File: src/verilog/split_timer_defs.svh
`ifndef SPLIT_TIMER_DEFS_SVH
`define SPLIT_TIMER_DEFS_SVH

// Special-function bus addresses of the timer registers.
`define TMR_ADDR_CONTROL 8'hB9
`define TMR_ADDR_RELOAD_LOW 8'hBA
`define TMR_ADDR_RELOAD_HIGH 8'hBB
`define TMR_ADDR_COUNT_LOW 8'hBC
`define TMR_ADDR_COUNT_HIGH 8'hBD

// Bit positions inside the control register.
`define TMR_BIT_HIGH_FLAG 7
`define TMR_BIT_LOW_FLAG 6
`define TMR_BIT_LOW_IRQ_EN 5
`define TMR_BIT_SPLIT 4
`define TMR_BIT_HIGH_CAP 3
`define TMR_BIT_LOW_CAP 2
`define TMR_BIT_HIGH_RUN 1
`define TMR_BIT_LOW_RUN 0

// Reset values.
`define TMR_RESET_CONTROL 8'h00
`define TMR_RESET_BYTE 8'h00
`define TMR_UNMAPPED_READ 8'h00

// Width of one counter half.
`define TMR_HALF_WIDTH 8

`endif

File: src/verilog/split_timer_pkg.sv
package split_timer_pkg;

   typedef struct packed {
      logic high_half_flag;
      logic low_half_flag;
      logic low_flag_irq_enable;
      logic split_select;
      logic high_capture_select;
      logic low_capture_select;
      logic high_run_enable;
      logic low_run_enable;
   } control_type;

   typedef struct packed {
      logic [7:0] addr;
      logic wr;
      logic rd;
      logic [7:0] wdata;
   } sfr_req_type;

   typedef struct packed {
      control_type control;
      logic [7:0] reload_low_byte;
      logic [7:0] reload_high_byte;
      logic [7:0] count_low_byte;
      logic [7:0] count_high_byte;
      logic [7:0] rdata;
      logic irq;
   } timer_state_type;

endpackage : split_timer_pkg

File: src/verilog/timer_half.sv
`timescale 1ns/1ps
`default_nettype none

// One counter half: counts, reloads on wrap in timer mode, captures in capture mode.
module timer_half #(
   parameter int WIDTH = 8
) (
   // Present state
   input wire logic [WIDTH-1:0] count,
   input wire logic [WIDTH-1:0] reload,
   // Controls
   input wire logic inc,
   input wire logic load_on_wrap,
   input wire logic cap_mode,
   input wire logic capture,
   // Next state
   output logic [WIDTH-1:0] count_next,
   output logic [WIDTH-1:0] reload_next,
   output logic wrap
);

   always_comb begin
      wrap = inc && (count == {WIDTH{1'b1}});
      count_next = count;
      if (inc) begin
         count_next = count + {{(WIDTH-1){1'b0}}, 1'b1};
      end
      if (wrap && load_on_wrap && !cap_mode) begin
         count_next = reload;
      end
      reload_next = reload;
      if (cap_mode && capture) begin
         reload_next = count;
      end
   end

endmodule : timer_half

`default_nettype wire

File: src/verilog/split_capture_timer_control.sv
`timescale 1ns/1ps
`default_nettype none
`include "split_timer_defs.svh"

module split_capture_timer_control #(
   parameter int HALF_WIDTH = `TMR_HALF_WIDTH
) (
   // Clock and reset
   input wire logic clk,
   input wire logic rst,
   // Special-function register port
   input wire logic [7:0] sfr_addr,
   input wire logic sfr_wr,
   input wire logic sfr_rd,
   input wire logic [7:0] sfr_wdata,
   output logic [7:0] sfr_rdata,
   // Timer events
   input wire logic count_tick,
   input wire logic capture_strobe,
   // Interrupt request
   output logic timer_irq
);

   ////////////////////////////////////////////////////////////////////////////////////

   // The register map is byte wide; other half widths would need a new map.
   generate
      if (HALF_WIDTH != 8) begin : g_width_check
         $error("HALF_WIDTH must be 8");
      end
   endgenerate

   function automatic logic [7:0] read_mux(input split_timer_pkg::timer_state_type s,
                                           input logic [7:0] addr);
      case (addr)
         `TMR_ADDR_CONTROL: read_mux = s.control;
         `TMR_ADDR_RELOAD_LOW: read_mux = s.reload_low_byte;
         `TMR_ADDR_RELOAD_HIGH: read_mux = s.reload_high_byte;
         `TMR_ADDR_COUNT_LOW: read_mux = s.count_low_byte;
         `TMR_ADDR_COUNT_HIGH: read_mux = s.count_high_byte;
         default: read_mux = `TMR_UNMAPPED_READ;
      endcase
   endfunction : read_mux

   split_timer_pkg::timer_state_type state_reg;
   split_timer_pkg::timer_state_type state_next;
   split_timer_pkg::sfr_req_type req;

   logic split_mode;
   logic low_cap_mode;
   logic high_cap_mode;
   logic low_inc;
   logic high_inc;
   logic low_wrap;
   logic high_wrap;
   logic set_high_flag;
   logic set_low_flag;
   logic [7:0] low_count_hw;
   logic [7:0] high_count_hw;
   logic [7:0] low_reload_hw;
   logic [7:0] high_reload_hw;

   assign req = '{addr: sfr_addr, wr: sfr_wr, rd: sfr_rd, wdata: sfr_wdata};

   ////////////////////////////////////////////////////////////////////////////////////

   always_comb begin
      split_mode = state_reg.control.split_select;
      low_cap_mode = state_reg.control.low_capture_select;
      // In wide mode the high half follows the low half's controls.
      high_cap_mode = split_mode ? state_reg.control.high_capture_select
                                 : state_reg.control.low_capture_select;
      low_inc = count_tick && state_reg.control.low_run_enable;
   end

   // The wide carry comes back out of the low half, so it is formed apart from the block that
   // feeds that half; one shared block would read as a loop.
   always_comb begin
      if (split_mode) begin
         high_inc = count_tick && state_reg.control.high_run_enable;
      end else begin
         high_inc = low_wrap;
      end
   end

   timer_half #(
      .WIDTH(HALF_WIDTH)
   ) u_low_half (
      .count(state_reg.count_low_byte),
      .reload(state_reg.reload_low_byte),
      .inc(low_inc),
      .load_on_wrap(split_mode),
      .cap_mode(low_cap_mode),
      .capture(capture_strobe),
      .count_next(low_count_hw),
      .reload_next(low_reload_hw),
      .wrap(low_wrap)
   );

   // In wide timer mode the low byte reloads together with the high byte on a 16-bit wrap.
   logic [7:0] low_count_final;
   always_comb begin
      low_count_final = low_count_hw;
      if (!split_mode && !low_cap_mode && high_wrap) begin
         low_count_final = state_reg.reload_low_byte;
      end
   end

   timer_half #(
      .WIDTH(HALF_WIDTH)
   ) u_high_half (
      .count(state_reg.count_high_byte),
      .reload(state_reg.reload_high_byte),
      .inc(high_inc),
      .load_on_wrap(1'b1),
      .cap_mode(high_cap_mode),
      .capture(capture_strobe),
      .count_next(high_count_hw),
      .reload_next(high_reload_hw),
      .wrap(high_wrap)
   );

   ////////////////////////////////////////////////////////////////////////////////////

   always_comb begin
      if (split_mode) begin
         set_high_flag = high_wrap || (high_cap_mode && capture_strobe);
         set_low_flag = low_cap_mode ? capture_strobe : low_wrap;
      end else if (low_cap_mode) begin
         set_high_flag = capture_strobe;
         set_low_flag = high_wrap;
      end else begin
         set_high_flag = high_wrap;
         set_low_flag = low_wrap;
      end
   end

   always_comb begin
      state_next = state_reg;
      // Control and reload writes act first so that a hardware update in the same cycle wins.
      if (req.wr) begin
         case (req.addr)
            `TMR_ADDR_CONTROL: state_next.control = req.wdata;
            `TMR_ADDR_RELOAD_LOW: state_next.reload_low_byte = req.wdata;
            `TMR_ADDR_RELOAD_HIGH: state_next.reload_high_byte = req.wdata;
            default: ;
         endcase
      end
      // A capture beats a same-cycle reload write, even when the captured count equals the old byte.
      if (low_cap_mode && capture_strobe) begin
         state_next.reload_low_byte = low_reload_hw;
      end
      if (high_cap_mode && capture_strobe) begin
         state_next.reload_high_byte = high_reload_hw;
      end
      state_next.count_low_byte = low_count_final;
      state_next.count_high_byte = high_count_hw;
      // A software count write overrides the counting step of that cycle.
      if (req.wr && req.addr == `TMR_ADDR_COUNT_LOW) begin
         state_next.count_low_byte = req.wdata;
      end
      if (req.wr && req.addr == `TMR_ADDR_COUNT_HIGH) begin
         state_next.count_high_byte = req.wdata;
      end
      if (set_high_flag) begin
         state_next.control.high_half_flag = 1'b1;
      end
      if (set_low_flag) begin
         state_next.control.low_half_flag = 1'b1;
      end
      state_next.irq = state_next.control.high_half_flag ||
                       (state_next.control.low_half_flag &&
                        state_next.control.low_flag_irq_enable);
      state_next.rdata = req.rd ? read_mux(state_reg, req.addr) : state_reg.rdata;
   end

   always_ff @(posedge clk) begin
      if (rst) begin
         state_reg.control <= `TMR_RESET_CONTROL;
         state_reg.reload_low_byte <= `TMR_RESET_BYTE;
         state_reg.reload_high_byte <= `TMR_RESET_BYTE;
         state_reg.count_low_byte <= `TMR_RESET_BYTE;
         state_reg.count_high_byte <= `TMR_RESET_BYTE;
         state_reg.rdata <= `TMR_UNMAPPED_READ;
         state_reg.irq <= 1'b0;
      end else begin
         state_reg <= state_next;
      end
   end

   assign sfr_rdata = state_reg.rdata;
   assign timer_irq = state_reg.irq;
endmodule : split_capture_timer_control

`default_nettype wire

File: config.mk
export PLATFORM = sky130hd
export DESIGN_NAME = split_capture_timer_control
export DESIGN_NICKNAME = d
export VERILOG_FILES = /design/src/verilog/split_timer_pkg.sv /design/src/verilog/timer_half.sv /design/src/verilog/split_capture_timer_control.sv
export VERILOG_INCLUDE_DIRS = /design/src /design/src/verilog
export SDC_FILE = /design/constraint.sdc
export NUM_CORES = 1
export LEC_CHECK = 0
export BUFFER_PORTS_ARGS = -buffer_cell sky130_fd_sc_hd__clkbuf_2
export CAP_MARGIN = 20
export CORE_ASPECT_RATIO = 1.1
export CORE_UTILIZATION = 30
export DETAILED_ROUTE_END_ITERATION = 7
export PLACE_DENSITY = 0.54
export SYNTH_ARGS = -nofsm -noshare
export SYNTH_HDL_FRONTEND = slang
export SYNTH_SLANG_ARGS = --single-unit
File: constraint.sdc
create_clock -name clk -period 2.9 [get_ports clk]
set_input_delay 0.87 -clock clk [delete_from_list [all_inputs] [get_ports clk]]
set_output_delay 0.87 -clock clk [all_outputs]
set_load 0.02 [all_outputs]
==> results.py <==
metrics = {
    "outcome": {
        "status": "complete, no violations",
    },
    "timing": {
        "rsz0062_at_grt": "false",
        "min_period_ns": 2.39,
        "max_freq_mhz": 419,
        "fin_ws_ns": 0.514,
        "tightest_slew_ns": 0.543,
        "hold_viol": 0,
        "finalCritPeriodShare_pct": 82.3,
        "finalSetupViolCount": 0,
        "fin_tns_setup_ns": 0,
        "drv_slew": 0,
        "relSlewSlack_pct": 63.7,
        "fin_worst_skew_ns": 0.0103,
    },
    "logic_synthesis": {
        "yosys_warnings": 0,
        "async_flop_share_pct": 0,
        "synth_cell_types": 56,
        "yosysSeqAreaShare_pct": 33.5,
        "synth_top_area_share_pct": 33.5,
        "syn-num-nets": 376,
        "synth_edf_count": 0,
        "synth_area_leaders": "dfxtp_1, mux2i_1, nor2_1",
        "avgSynthCellArea_um2": 8.31,
        "ys_ff_latch": 49,
        "synth_area_mm2": 0.00293,
        "synth_cells": 352,
        "yosys.area.top_type": "dfxtp_1",
        "synthFlopType": "dfxtp_1",
    },
    "global_routing": {
        "grt_overflow": 0,
        "antenna_found_initial": 0,
        "grt_use_total_pct": 19.3,
        "grt_max_degree": 20,
        "grt_first_pass_wirelength_um": 14600,
        "grt_pass1_vias": 2548,
    },
    "die": {
        "initial_core_util_pct": 31.1,
        "io_pins": 31,
        "num_rows": 37,
        "die-height_um": 106,
        "die-area_mm2": 0.0102,
        "coreArea_mm2": 0.00940,
        "die-width_um": 96.2,
    },
    "cts": {
        "cts.sinks": 49,
        "clk_latency_ns": 0.31,
        "cts_buffers": 5,
        "cts-root-buf": "clkbuf_8",
        "postCtsSetupBuffers": 0,
        "cts_tree": "yes",
        "clock_path_buffers": 2,
        "cts.clk_slew.worst_paths_ns": 0.09,
        "ctsResizeCount": 0,
        "postCtsHoldBufs": 0,
        "h-tree-depth": 2,
    },
    "critical_path": {
        "crit_chain": "ha_1 > nand4_1 > o21ba_2 > nor3_4 > mux2i_1 > a2111oi_2",
        "path_class": "register to register",
        "cp_max_fo": 8,
        "critical_path.top_delay_family": "compound AO/OA/AOI/OAI gates",
        "required_ns": 3.10,
        "slowest_delay_ns": 0.45,
        "arrival_ns": 2.59,
        "cp_slowest_cell": "dfxtp_1",
        "end_kind": "register",
        "worst-path-buf-inv": 0,
        "cp-start-kind": "register",
    },
    "drt": {
        "vias_per_cell": 5.74,
        "wl_um": 9230,
        "ant_nets": 0,
        "num_vias": 2772,
        "drt_iter0_drc": 180,
        "wl_per_cell_um": 19.1,
        "drc": 0,
        "first_pass_iters": 4,
    },
    "placed_design": {
        "place.gp.congestion": 0.928,
        "placed_cell_area_mm2": 0.00314,
        "post-place-cells": 476,
        "place_ws_ns": 0.397,
        "port_buffers": 30,
        "hpwl_um": 6950,
    },
    "finish": {
        "final_common_cell": "dfxtp_1",
        "layout-drive-gt1-share_pct": 17.8,
        "largest_reg_flops": 38,
        "most-common-layout-cells": "dfxtp_1, nor2_1, clkbuf_2",
        "design_area_mm2": 0.00324,
        "synthToLayoutAreaGrowth_pct": 10.9,
        "antennaDiodeCount": 0,
        "final_nets": 390,
        "final_cells": 483,
    },
    "job": {
        "maxCapViolations": 0,
    },
    "power_and_ir_drop": {
        "power_density_mw_per_mm2": 390,
        "peakVddDrop_mv": 0.200,
        "power.leakage_nw": 1.15,
        "power_mw": 1.27,
    },
    "min_path": {
        "hold_path_class": "register to register",
    },
}
tightest hold or removal path: stages (launching register included):
cell and delay (ns):
dfxtp_1 0.32, nor2_1 0.08, a211oi_1 0.05
cell usage after synthesis (2+ instances only):
library cell	count
buf_4	8
o41ai_1	5
xnor2_1	5
nor2_1	36
inv_1	3
a22oi_1	14
or3_1	3
o21ai_0	22
nand2_1	29
o21a_1	3
ha_1	2
clkbuf_1	19
mux2_2	3
or2_2	2
o31a_1	2
and3_1	4
nand3_2	2
dfxtp_1	49
nor3_4	2
a2111oi_2	2
mux2i_1	23
buf_2	4
nand4_1	4
nand3_1	21
nand2b_1	3
a21oi_1	16
or3_2	2
nor3_1	7
a211oi_1	11
and3b_1	2
a311oi_1	14
nor2b_1	5
a41oi_1	2
area by class of cell:
| class | instances | area [um^2] |
|---|---|---|
| Timing Repair Buffer | 39 | 230 |
| Clock inverter | 2 | 35.0 |
| Tap cell | 117 | 146 |
| Inverter | 3 | 11.3 |
| Multi-Input combinational cell | 268 | 1770 |
| Sequential cell | 49 | 981 |
| Fill cell | 1006 | 6150 |
| Clock buffer | 5 | 68.8 |
metrics by stage:
step           utilization [%]  hold slack, ns
4_1_cts                   34.5           0.499
3_5_place_dp              33.4           0.486
6_report                  34.5           0.492
2_1_floorplan                -           0.462
5_1_grt                   34.5           0.511
3_3_place_gp              33.4           0.482
logic make-up after synthesis:
group	share of synthesized area [%]
XOR/XNOR	1.80
multiplexers	9.02
flip-flops	33.5
adder cells (fa/ha/maj)	0.855
AO/OA/AOI/OAI	24.8
buffers and inverters	5.94
AND/OR/NAND/NOR	24.0
power breakdown:
group	total [mW]	internal [mW]	switching, mW
registers	0.683	0.679	0.00414
clock network	0.485	0.251	0.233
logic	0.0992	0.0312	0.0680
total	1.27	0.961	0.306
layer usage:
layer / GRT usage [%] / wire length (um) / vias to the layer above
met4: 6.40 / 161 / 0
met2: 30.3 / 4460 / 88
met3: 3.03 / 486 / 12
met1: 26.4 / 4120 / 1325
li1: - / - / 1347
met5: 0 / 0 / -
worst paths after layout:
| kind | from | to | slack (ns) | cells after the start |
|---|---|---|---|---|
| setup / recovery | state_reg[9] | state_reg[24] | 0.51 | 6 |
| hold / removal | sfr_rdata[6] | sfr_rdata[6] | 0.49 | 2 |
| setup reg to reg | state_reg[9] | state_reg[24] | 0.51 | 6 |
| hold reg to reg | sfr_rdata[6] | sfr_rdata[6] | 0.49 | 2 |
Note: power is estimated with default switching activity, not from simulation.
